[src/pkg/ilm_pkg.sv]
// constants for the indexed load and multiply-add execution block
package ilm_pkg;

  // ----------------------------------------------------------------
  // instruction field encodings
  // ----------------------------------------------------------------
  localparam logic [5:0] ILM_MAJOR_OP = 6'h00;
  localparam logic [9:0] ILM_FN_LD_BYTE = 10'h225;
  localparam logic [9:0] ILM_FN_LD_HALF = 10'h165;
  localparam logic [9:0] ILM_FN_LD_WORD = 10'h1a5;
  localparam logic [5:0] ILM_XF_GROUP = 6'h3c;
  localparam logic [7:0] ILM_FN_MAC_S = 8'h2a;
  localparam logic [7:0] ILM_FN_MAC_U = 8'h6a;

  // ----------------------------------------------------------------
  // field positions
  // ----------------------------------------------------------------
  localparam int ILM_POS_OP = 26;
  localparam int ILM_POS_RA = 21;
  localparam int ILM_POS_RB = 16;
  localparam int ILM_POS_RD = 11;
  localparam int ILM_POS_ZERO = 10;
  localparam int ILM_POS_SEL = 14;
  localparam int ILM_POS_XFN = 6;

  // ----------------------------------------------------------------
  // load sizes presented to the memory side
  // ----------------------------------------------------------------
  localparam logic [1:0] ILM_SIZE_BYTE = 2'h0;
  localparam logic [1:0] ILM_SIZE_HALF = 2'h1;
  localparam logic [1:0] ILM_SIZE_WORD = 2'h2;

  // ----------------------------------------------------------------
  // exception codes, zero means none
  // ----------------------------------------------------------------
  localparam logic [2:0] ILM_EXC_NONE = 3'h0;
  localparam logic [2:0] ILM_EXC_RESV = 3'h1;
  localparam logic [2:0] ILM_EXC_MOD_OFF = 3'h2;
  localparam logic [2:0] ILM_EXC_TLB_REFILL = 3'h3;
  localparam logic [2:0] ILM_EXC_TLB_INVALID = 3'h4;
  localparam logic [2:0] ILM_EXC_BUS_ERR = 3'h5;
  localparam logic [2:0] ILM_EXC_ADDR_ERR = 3'h6;
  localparam logic [2:0] ILM_EXC_WATCH = 3'h7;

  // ----------------------------------------------------------------
  // reset values
  // ----------------------------------------------------------------
  localparam logic [31:0] ILM_ACC_RESET = 32'h0000_0000;
  localparam logic [31:0] ILM_WORD_RESET = 32'h0000_0000;

endpackage : ilm_pkg

[src/logic/ilm_exec.sv]
// indexed load and multiply-add execution unit
// Behaviour
// - decode unsigned byte indexed load, group 000000, function 1000100101, bit 10 zero
// - decode signed halfword indexed load, function 0101100101
// - decode word indexed load, function 0110100101
// - byte load fetches 8 bits, zero-extends into destination
// - halfword load fetches 16 bits, sign-extends into destination
// - halfword load with address bit 0 set raises address error, no access
// - word load with low two address bits nonzero raises address error
// - loads may raise reserved, disabled, refill, invalid, bus, address, watch
// - decode signed multiply-add, 00101010 in bits 13..6, 111100 in 5..0
// - decode unsigned multiply-add, 01101010 in bits 13..6
// - selector zero addresses the original top/bottom pair
// - multiply-add never raises arithmetic exceptions, sum wraps
// - multiply-add writes only the selected pair, never a destination register
// - accumulator reads stall while a multiply-add result is pending
// - multiply-add signals only module disabled
// - two-bit selector picks one of four pairs, zero to three
`timescale 1ns/1ps
module ilm_exec (
  input wire logic core_clk,
  input wire logic rst_n,
  input wire logic module_enable,
  input wire logic instr_valid,
  input wire logic [31:0] instr_word,
  input wire logic [31:0] src_a_data,
  input wire logic [31:0] src_b_data,
  input wire logic mem_ready,
  input wire logic [31:0] mem_rdata,
  input wire logic [2:0] mem_fault,
  input wire logic acc_rd_req,
  input wire logic [1:0] acc_rd_sel,
  input wire logic acc_rd_top,
  output logic issue_ready,
  output logic mem_req,
  output logic [31:0] mem_addr,
  output logic [1:0] mem_size,
  output logic wb_valid,
  output logic [4:0] wb_reg,
  output logic [31:0] wb_data,
  output logic exc_valid,
  output logic [2:0] exc_code,
  output logic mac_busy,
  output logic acc_rd_valid,
  output logic [31:0] acc_rd_data
);
  import ilm_pkg::*;

  typedef enum logic [1:0] {st_idle, st_mem, st_mul, st_acc} ilm_state_t;

  // ----------------------------------------------------------------
  // helpers
  // ----------------------------------------------------------------

  // operands widened by sign or zero, low 64 bits of the product kept
  function automatic logic [63:0] ilm_mul64(
    input logic [31:0] a,
    input logic [31:0] b,
    input logic sgn
  );
    logic [63:0] xa;
    logic [63:0] xb;
    xa = {{32{sgn & a[31]}}, a};
    xb = {{32{sgn & b[31]}}, b};
    ilm_mul64 = xa * xb;
  endfunction : ilm_mul64

  // right-justified memory data extended per load size
  function automatic logic [31:0] ilm_extend(
    input logic [1:0] size,
    input logic [31:0] d
  );
    logic [31:0] r;
    r = d;
    if (size == ILM_SIZE_BYTE) begin
      r = {24'h00_0000, d[7:0]};
    end else if (size == ILM_SIZE_HALF) begin
      r = {{16{d[15]}}, d[15:0]};
    end
    ilm_extend = r;
  endfunction : ilm_extend

  // ----------------------------------------------------------------
  // state
  // ----------------------------------------------------------------
  ilm_state_t state;
  ilm_state_t next_state;
  logic [31:0] acc_top [4];
  logic [31:0] acc_bot [4];
  logic [31:0] op_a;
  logic [31:0] op_b;
  logic op_signed;
  logic [1:0] pair_sel;
  logic [63:0] prod;

  // ----------------------------------------------------------------
  // decode
  // ----------------------------------------------------------------
  wire in_group = instr_word[31:ILM_POS_OP] == ILM_MAJOR_OP;
  wire [9:0] fn10 = instr_word[9:0];
  wire [7:0] fn8 = instr_word[13:ILM_POS_XFN];
  wire xf_ok = instr_word[5:0] == ILM_XF_GROUP;
  wire is_ld_b = in_group && fn10 == ILM_FN_LD_BYTE;
  wire is_ld_h = in_group && fn10 == ILM_FN_LD_HALF;
  wire is_ld_w = in_group && fn10 == ILM_FN_LD_WORD;
  wire is_mac_s = in_group && xf_ok && fn8 == ILM_FN_MAC_S;
  wire is_mac_u = in_group && xf_ok && fn8 == ILM_FN_MAC_U;
  wire is_load = is_ld_b | is_ld_h | is_ld_w;
  wire is_mac = is_mac_s | is_mac_u;
  // a load with the must-be-zero bit set is not a valid encoding
  wire bad_form = is_load & instr_word[ILM_POS_ZERO];
  wire [1:0] ld_size = is_ld_b ? ILM_SIZE_BYTE : (is_ld_h ? ILM_SIZE_HALF : ILM_SIZE_WORD);
  wire [4:0] dst_field = instr_word[15:ILM_POS_RD];
  wire [1:0] sel_field = instr_word[15:ILM_POS_SEL];

  // ----------------------------------------------------------------
  // issue and early checks
  // ----------------------------------------------------------------
  // index arrives on port a (bits 25..21), base on port b (bits 20..16)
  wire [31:0] eff_addr = src_a_data + src_b_data;
  wire misalign = (is_ld_h & eff_addr[0])
    | (is_ld_w & (eff_addr[1:0] != 2'h0));
  wire take = instr_valid & issue_ready & (is_load | is_mac);
  // module disabled outranks the encoding and alignment checks
  wire [2:0] issue_exc = !module_enable ? ILM_EXC_MOD_OFF
    : bad_form ? ILM_EXC_RESV
    : (is_load & misalign) ? ILM_EXC_ADDR_ERR
    : ILM_EXC_NONE;
  wire issue_fault = take & (issue_exc != ILM_EXC_NONE);
  wire start_load = take & is_load & !issue_fault;
  wire start_mac = take & is_mac & !issue_fault;
  wire mem_done = (state == st_mem) & mem_ready;
  wire mem_bad = mem_done & (mem_fault != ILM_EXC_NONE);

  // ----------------------------------------------------------------
  // accumulator interlock
  // ----------------------------------------------------------------
  // pending from the issue cycle until the pair is written, so a read
  // arriving alongside a multiply-add never sees the stale pair
  wire mac_pending = start_mac | (state == st_mul) | (state == st_acc);
  wire rd_grant = acc_rd_req & !mac_pending & !acc_rd_valid;
  wire [31:0] rd_word = acc_rd_top ? acc_top[acc_rd_sel] : acc_bot[acc_rd_sel];
  wire [63:0] acc_sum = {acc_top[pair_sel], acc_bot[pair_sel]} + prod;

  // ----------------------------------------------------------------
  // sequencer
  // ----------------------------------------------------------------
  // one instruction in flight keeps the control simple at the cost
  // of no overlap between a load and a multiply-add
  always_comb begin
    next_state = state;
    unique case (state)
      st_idle: begin
        if (start_load) begin
          next_state = st_mem;
        end else if (start_mac) begin
          next_state = st_mul;
        end
      end
      st_mem: begin
        if (mem_ready) begin
          next_state = st_idle;
        end
      end
      st_mul: begin
        next_state = st_acc;
      end
      st_acc: begin
        next_state = st_idle;
      end
    endcase
  end

  // state register and issue gate
  always_ff @(posedge core_clk or negedge rst_n) begin
    if (!rst_n) begin
      state <= st_idle;
      issue_ready <= 1'b0;
      mac_busy <= 1'b0;
    end else begin
      state <= next_state;
      issue_ready <= next_state == st_idle;
      mac_busy <= next_state == st_mul || next_state == st_acc;
    end
  end

  // ----------------------------------------------------------------
  // memory request
  // ----------------------------------------------------------------
  // misaligned or faulted loads never reach this point
  always_ff @(posedge core_clk or negedge rst_n) begin
    if (!rst_n) begin
      mem_req <= 1'b0;
      mem_addr <= ILM_WORD_RESET;
      mem_size <= ILM_SIZE_BYTE;
      wb_reg <= 5'h00;
    end else if (start_load) begin
      mem_req <= 1'b1;
      mem_addr <= eff_addr;
      mem_size <= ld_size;
      wb_reg <= dst_field;
    end else if (mem_done) begin
      mem_req <= 1'b0;
    end
  end

  // ----------------------------------------------------------------
  // write-back and exceptions
  // ----------------------------------------------------------------
  // only loads ever write a general register
  always_ff @(posedge core_clk or negedge rst_n) begin
    if (!rst_n) begin
      wb_valid <= 1'b0;
      wb_data <= ILM_WORD_RESET;
    end else begin
      wb_valid <= mem_done & !mem_bad;
      if (mem_done) begin
        wb_data <= ilm_extend(mem_size, mem_rdata);
      end
    end
  end

  // issue checks and memory faults share one pulse
  always_ff @(posedge core_clk or negedge rst_n) begin
    if (!rst_n) begin
      exc_valid <= 1'b0;
      exc_code <= ILM_EXC_NONE;
    end else begin
      exc_valid <= issue_fault | mem_bad;
      if (issue_fault) begin
        exc_code <= issue_exc;
      end else if (mem_bad) begin
        exc_code <= mem_fault;
      end
    end
  end

  // ----------------------------------------------------------------
  // multiply-add datapath
  // ----------------------------------------------------------------
  // multiplier register is port a, multiplicand port b
  always_ff @(posedge core_clk or negedge rst_n) begin
    if (!rst_n) begin
      op_a <= ILM_WORD_RESET;
      op_b <= ILM_WORD_RESET;
      op_signed <= 1'b0;
      pair_sel <= 2'h0;
    end else if (start_mac) begin
      op_a <= src_a_data;
      op_b <= src_b_data;
      op_signed <= is_mac_s;
      pair_sel <= sel_field;
    end
  end

  // product registered apart from the add to keep each stage short
  always_ff @(posedge core_clk or negedge rst_n) begin
    if (!rst_n) begin
      prod <= {ILM_WORD_RESET, ILM_WORD_RESET};
    end else if (state == st_mul) begin
      prod <= ilm_mul64(op_a, op_b, op_signed);
    end
  end

  // only the selected pair changes, the carry out of bit 63 is dropped
  always_ff @(posedge core_clk or negedge rst_n) begin
    if (!rst_n) begin
      for (int i = 0; i < 4; i++) begin
        acc_top[i] <= ILM_ACC_RESET;
        acc_bot[i] <= ILM_ACC_RESET;
      end
    end else if (state == st_acc) begin
      acc_top[pair_sel] <= acc_sum[63:32];
      acc_bot[pair_sel] <= acc_sum[31:0];
    end
  end

  // ----------------------------------------------------------------
  // accumulator read port
  // ----------------------------------------------------------------
  // requester holds its request until valid; one answer per request
  always_ff @(posedge core_clk or negedge rst_n) begin
    if (!rst_n) begin
      acc_rd_valid <= 1'b0;
      acc_rd_data <= ILM_WORD_RESET;
    end else begin
      acc_rd_valid <= rd_grant;
      if (rd_grant) begin
        acc_rd_data <= rd_word;
      end
    end
  end

endmodule : ilm_exec

[config.mk]
export PLATFORM = sky130hd
export DESIGN_NAME = ilm_exec
export DESIGN_NICKNAME = d
export VERILOG_FILES = /design/src/pkg/ilm_pkg.sv /design/src/logic/ilm_exec.sv
export SDC_FILE = /design/constraint.sdc
export NUM_CORES = 2
export LEC_CHECK = 0
export ABC_AREA = 1
export BUFFER_PORTS_ARGS = -buffer_cell sky130_fd_sc_hd__buf_4
export CAP_MARGIN = 10
export CORE_MARGIN = 2
export CORE_UTILIZATION = 60
export CTS_CLUSTER_SIZE = 40
export DETAILED_ROUTE_END_ITERATION = 8
export PLACE_DENSITY = 0.83
export SYNTH_ARGS = -nofsm -noshare
export SYNTH_HDL_FRONTEND = slang
export SYNTH_SLANG_ARGS = --single-unit
[constraint.sdc]
create_clock -name core_clk -period 8.96 [get_ports core_clk]
set_input_delay 0.448 -clock core_clk [delete_from_list [all_inputs] [get_ports core_clk]]
set_output_delay 0.448 -clock core_clk [all_outputs]
set_load 0.1 [all_outputs]
# ---- Word-level counts from Yosys, hierarchy flattened
# Index checks and enable logic that the tools add are counted.
dict set report word_totals {
  register_bits 501
  in_bits 140
  output_inout_bits 112
  wordCells 125
}
dict set report op_classes {
  addsub 2
  multipliers 1
  order_cmp 3
  eq_ne 12
  muxes 32
  n_bitwise 28
  n_reduce_logical 21
}
# operator count
set ops {}
lappend ops {{32-bit two-way mux} 12}
lappend ops {{32-bit binary-select mux with 2-bit select} 4}
lappend ops {{128-bit bitwise mux} 2}
lappend ops {{64-bit adder} 1}
lappend ops {{32-bit demux with 2-bit select} 1}
lappend ops {{33-bit by 33-bit multiplier with 64-bit output} 1}
lappend ops {{32-bit adder} 1}
lappend ops {{10-bit by 9-bit equality test with 1-bit output, second input constant} 2}
lappend ops {{1-bit AND} 18}
lappend ops {{3-bit two-way mux} 5}
lappend ops {{10-bit equality test, second input constant} 1}
lappend ops {{2-bit two-way mux} 5}
lappend ops {{2-bit equality test, second input constant} 4}
lappend ops {{8-bit by 6-bit equality test with 1-bit output, second input constant} 1}
lappend ops {{8-bit by 7-bit equality test with 1-bit output, second input constant} 1}
lappend ops {{1-bit bitwise OR} 8}
lappend ops {{2-bit one-hot mux with 4 select lines} 1}
lappend ops {{1-bit logical AND} 7}
lappend ops {{6-bit equality test, second input constant} 1}
lappend ops {{3-bit greater-or-equal comparator, second input constant} 2}
lappend ops {{2-bit logical NOT} 3}
lappend ops {{6-bit logical NOT} 1}
lappend ops {{2-bit NOT with 3-bit output} 2}
lappend ops {{2-bit nonzero test} 3}
lappend ops {{other kinds (6)} 12}

# ---- Longest topological paths before layout
dict set report logic_depth {
  word_depth 17
  depth_mapped 35
  mapped_depth_nobuf 33
}

# ---- Worst setup path before layout
# Ideal clock, no wire load.
dict set report synth_path {
  path_type {reg2reg}
  start {register op_signed}
  end {register prod[58]}
  setup_ns 0.118
  arrival_time_ns 7.352
  t_required_ns 8.842
  setup_slack_ns 1.490
  stages_incl_launch_ff 27
  n_path_buf 2
  synth_period_minus_slack_ns 7.470
  path_cell_list {dfrtp_1 > inv_1 > clkbuf_1 > clkbuf_1 > nor2_1 > fa_1 > inv_1 > fa_1 > inv_1 > fa_1 > inv_1 > fa_1 > fa_1 > fa_1 > fa_1 > fa_1 > inv_1 > ha_1 > nand2_1 > nor2_1 > inv_1 > nor4_1 > o21ai_0 > nand3_1 > nand2_1 > nand3_1 > nand2_1}
}
dict set report synth_between {
  elab_chain_len 2
  elab_cells_between_ends 3
  classes_between {1 x mul; 2 x bitwise}
}
# item line_no
set synth_rtl {}
lappend synth_rtl {{start, declared} ilm_exec.sv:92} ;# logic op_signed;
lappend synth_rtl {{start signal, assigned} ilm_exec.sv:251} ;# op_signed <= is_mac_s;
lappend synth_rtl {{1-bit AND, on equally long branches} {ilm_exec.sv:63, ilm_exec.sv:64}}
lappend synth_rtl {{33-bit by 33-bit multiplier with 64-bit output *} ilm_exec.sv:65} ;# ilm_mul64 = xa * xb;
lappend synth_rtl {{end signal, assigned} ilm_exec.sv:259} ;# prod <= {ILM_WORD_RESET, ILM_WORD_RESET};
lappend synth_rtl {{end signal, assigned} ilm_exec.sv:261} ;# prod <= ilm_mul64(op_a, op_b, op_signed);
lappend synth_rtl {{end, declared} ilm_exec.sv:94} ;# logic [63:0] prod;
# Every way passes the cells marked *; elsewhere a longest branch is shown, timed or not.
# A chain may end at the register's enable or synchronous reset.

# ---- Final worst setup path
dict set report layout_path {
  start {register op_a[31]}
  end {register prod[58]}
}
dict set report layout_between {
  elab_chain_len 2
}
# item line_no
set layout_rtl {}
lappend layout_rtl {{start, declared} ilm_exec.sv:90} ;# logic [31:0] op_a;
lappend layout_rtl {{start signal, assigned} ilm_exec.sv:249} ;# op_a <= src_a_data;
lappend layout_rtl {{1-bit AND} ilm_exec.sv:63} ;# xa = {{32{sgn & a[31]}}, a};
lappend layout_rtl {{33-bit by 33-bit multiplier with 64-bit output *} ilm_exec.sv:65}
# Marks and branches as above.

==> results.json <==
{
  "grt_pass1_wl_um": 353000,
  "synth-simple-area-share": 0.213,
  "cp_top_family": "adder cells",
  "sw_frac_of_total": 0.286,
  "yosys.area.top_type": "fa_1",
  "diodes": 0,
  "pwr-share-clk": 0.463,
  "synthAdderAreaFrac": 0.382,
  "grt_usage": 0.388,
  "critPathRequiredTime_ns": 9.54,
  "path_common_cell": "fa_1",
  "synth_top_area_frac": 0.327,
  "yosys-top-cells-count": "nand2_1 (2604), inv_1 (1923), fa_1 (1127), dfrtp_1 (501), nand3_1 (451)",
  "dp_hpwl_um": 180000,
  "synthFlopType": "dfrtp_1",
  "cts_buffer_depth": 3,
  "clk_pin_slew_ns": 0.08,
  "power.density_nw_per_um2": 72.8,
  "hp-start": "instr_word[15]",
  "drt_iter0_drc": 5743,
  "slowest_delay_ns": 0.79,
  "routed-via-count": 61000,
  "combPwrFrac": 0.113,
  "antenna_found_initial": 5,
  "async_flop_share": 1.00,
  "cts_tree": "yes",
  "rows": 124,
  "hold_path.class": "in2reg",
  "holdWs_ns": 0.0353,
  "routedWlPerCell_um": 21.1,
  "fp.dieW_um": 343,
  "hold_viol": 0,
  "area_growth_pct": 7.67,
  "internal_power_mw": 3.86,
  "r2r-start": "op_a[31]$_DFFE_PN0P_",
  "r2r_setup_slack_ns": 0.57,
  "die-height_um": 343,
  "slew_headroom": 0.201,
  "maxCapViolCount": 0,
  "worst_clock_skew_ns": 0.0963,
  "timing.setup.tns_ns": 0,
  "leakagePower_nw": 39.8,
  "min_to": "wb_reg[4]$_DFFE_PN0P_",
  "ant_nets": 0,
  "muxShareOfSynthArea": 0.00218,
  "routed_wl_um": 223000,
  "synth-compound-area-share": 0.0822,
  "yosysUniqueCellTypes": 53,
  "syn_nets": 10600,
  "via_per_inst": 5.77,
  "drc_errors": 0,
  "synth_area_leaders": "fa_1 (33%), dfrtp_1 (18%), nand2_1 (14%)",
  "fmax_mhz": 119,
  "dieArea_um2": 118000,
  "ff2ff_path_depth": 24,
  "synth_cells": 9008,
  "path_max_fanout": 16,
  "yosysWarnings": 0,
  "numClockSinks": 501,
  "path_buf_inv": 5,
  "setup-violations-final": 0,
  "grt_setup_unrepaired": "no",
  "gp_congestion": 1.04,
  "min_period_ns": 8.39,
  "fin_nets": 10600,
  "synth-edff-count": 0,
  "synth_area_um2": 69000,
  "worstHoldPathCells": 3,
  "cp-start-kind": "register",
  "slowest_stage": "dfrtp_1",
  "insertion_delay_ns": 0.71,
  "htreeDepth": 2,
  "grt_max_degree": 180,
  "critical_path_arrival_ns": 8.97,
  "synth_xor_area_frac": 0.00863,
  "avgSynthCellArea_um2": 7.66,
  "ys_ff_latch": 501,
  "status": "finished, final reports clean",
  "switchingPower_mw": 1.55,
  "start_util": 0.604,
  "seqPwrFrac": 0.424,
  "core_um2": 114000,
  "worst_ir_drop_vdd_uv": 134,
  "reg_top3": "acc_bot (128), acc_top (128), prod (64)",
  "dr.pass1.iters": 9,
  "cts_made_buffers": 57,
  "worst_pin_slew_ns": 1.20,
  "min_period_over_period": 0.937,
  "cp_cell_sequence": "nand2_1 > nor2_1 > fa_1 > inv_1 > fa_1 > inv_1 > fa_1 > fa_1 > inv_1 > fa_1 > fa_1 > fa_1 > fa_1 > inv_1 > ha_1 > nand2_1 > nor2_1 > inv_1 > nor4_1 > o21ai_0 > nand3_1 > nand2_1 > nand3_1 > nand2_1",
  "synth_top_family_by_area": "adder cells",
  "grt_pass1_vias": 64300,
  "drive_above_1_share": 0.0582,
  "cts-root-buf": "clkbuf_16",
  "reg2reg_to": "prod[58]$_DFFE_PN0P_",
  "timing.final.max_slew_violations": 0,
  "endpoint_kind": "register",
  "ios": 252,
  "numPortBuffers": 241,
  "synth_most_common_cell": "nand2_1",
  "critPathKind": "reg2reg",
  "yosysSeqAreaShare": 0.182,
  "grt-ovfl-total": 0
}
-- cell usage in the layout, fill, tap and decap left out, types with 55 or more instances in the layout --
| master | netlist | layout |
|---|---|---|
| inv_1 | 1923 | 1917 |
| nand2_1 | 2604 | 2604 |
| a22oi_1 | 98 | 98 |
| clkbuf_16 | 0 | 57 |
| nand3_1 | 451 | 451 |
| a21oi_1 | 286 | 286 |
| dfrtp_1 | 501 | 500 |
| ha_1 | 306 | 306 |
| fa_1 | 1127 | 1127 |
| nor2_1 | 416 | 409 |
| nand4_1 | 55 | 55 |
| o21ai_0 | 393 | 393 |
| buf_4 | 1 | 348 |
| xnor2_1 | 57 | 57 |
-- final cells by class --
cell class | count | area, µm²
multi-input cells | 6133 | 47500
flip-flops and latches | 501 | 12500
repair buffers | 392 | 3090
clock inverters | 27 | 360
well taps | 1512 | 1890
clock buffers | 76 | 1620
fillers | 9494 | 39900
inverters | 1931 | 7260
-- power groups by stage --
stage	Combinational (mW)	Clock [mW]	Sequential, mW
after floorplan	0.200	0	2.49
after global placement	0.584	0	2.34
after CTS	0.603	2.53	2.30
after global routing	0.645	2.61	2.30
after detailed placement	0.587	0	2.34
final	0.610	2.50	2.30
-- through the flow --
step / cell area [µm²] / utilization / total power [mW] / worst slack [ns] / cells
after CTS: 74300 / 0.650 / 5.42 / 0.605 / 10600
after global placement: 71900 / 0.630 / 2.92 / 0.738 / 10400
final: 74300 / 0.651 / 5.41 / 0.569 / 10600
after detailed placement: 71900 / 0.630 / 2.92 / 0.602 / 10400
after floorplan: 69000 / - / 2.69 / 1.49 / 9008
after global routing: 74300 / 0.651 / 5.56 / 0.0679 / 10600
-- how the worst max path moves through the flow --
stage               slack [ns]              endpoint  cells after the start                  start
finish                    0.57  prod[58]$_DFFE_PN0P_                     24   op_a[31]$_DFFE_PN0P_
global placement          0.74  prod[59]$_DFFE_PN0P_                     24  op_signed$_DFFE_PN0P_
detailed placement        0.60  prod[58]$_DFFE_PN0P_                     24  op_signed$_DFFE_PN0P_
global route              0.07  prod[49]$_DFFE_PN0P_                     28   op_a[31]$_DFFE_PN0P_
floorplan                 1.49  prod[58]$_DFFE_PN0P_                     26  op_signed$_DFFE_PN0P_
CTS                       0.61  prod[58]$_DFFE_PN0P_                     24  op_signed$_DFFE_PN0P_
-- routing by layer --
metal,part of all wire,up-vias,track usage
met3,0.095,762,0.0696
met5,0.00020,-,0
met2,0.47,3376,0.647
met1,0.37,29700,0.489
met4,0.058,8,0.195
li1,-,27100,-
-- tightest hold or removal path, cell delays in order --
cell     delay, ns
buf_4         0.08
inv_1         0.04
o21ai_0       0.14
-- kinds of logic (layout without fill, tap and decap cells) --
kind of cell	after synthesis	after routing
mux	15	15
xor+xnor	68	68
simple gates	3642	3642
buf+inv	2374	2426
compound gates	975	975
flops	501	501
fa+ha+maj	1433	1433
-- repair_timing --
action                                 4_1_cts  5_1_grt
gates resized for setup                      0        2
hold buffers                                40        0
buffers inserted                             0        1
endpoints found under the hold margin      146        0
setup endpoints to repair                    0        1
Power figures use the tool's default switching activity.
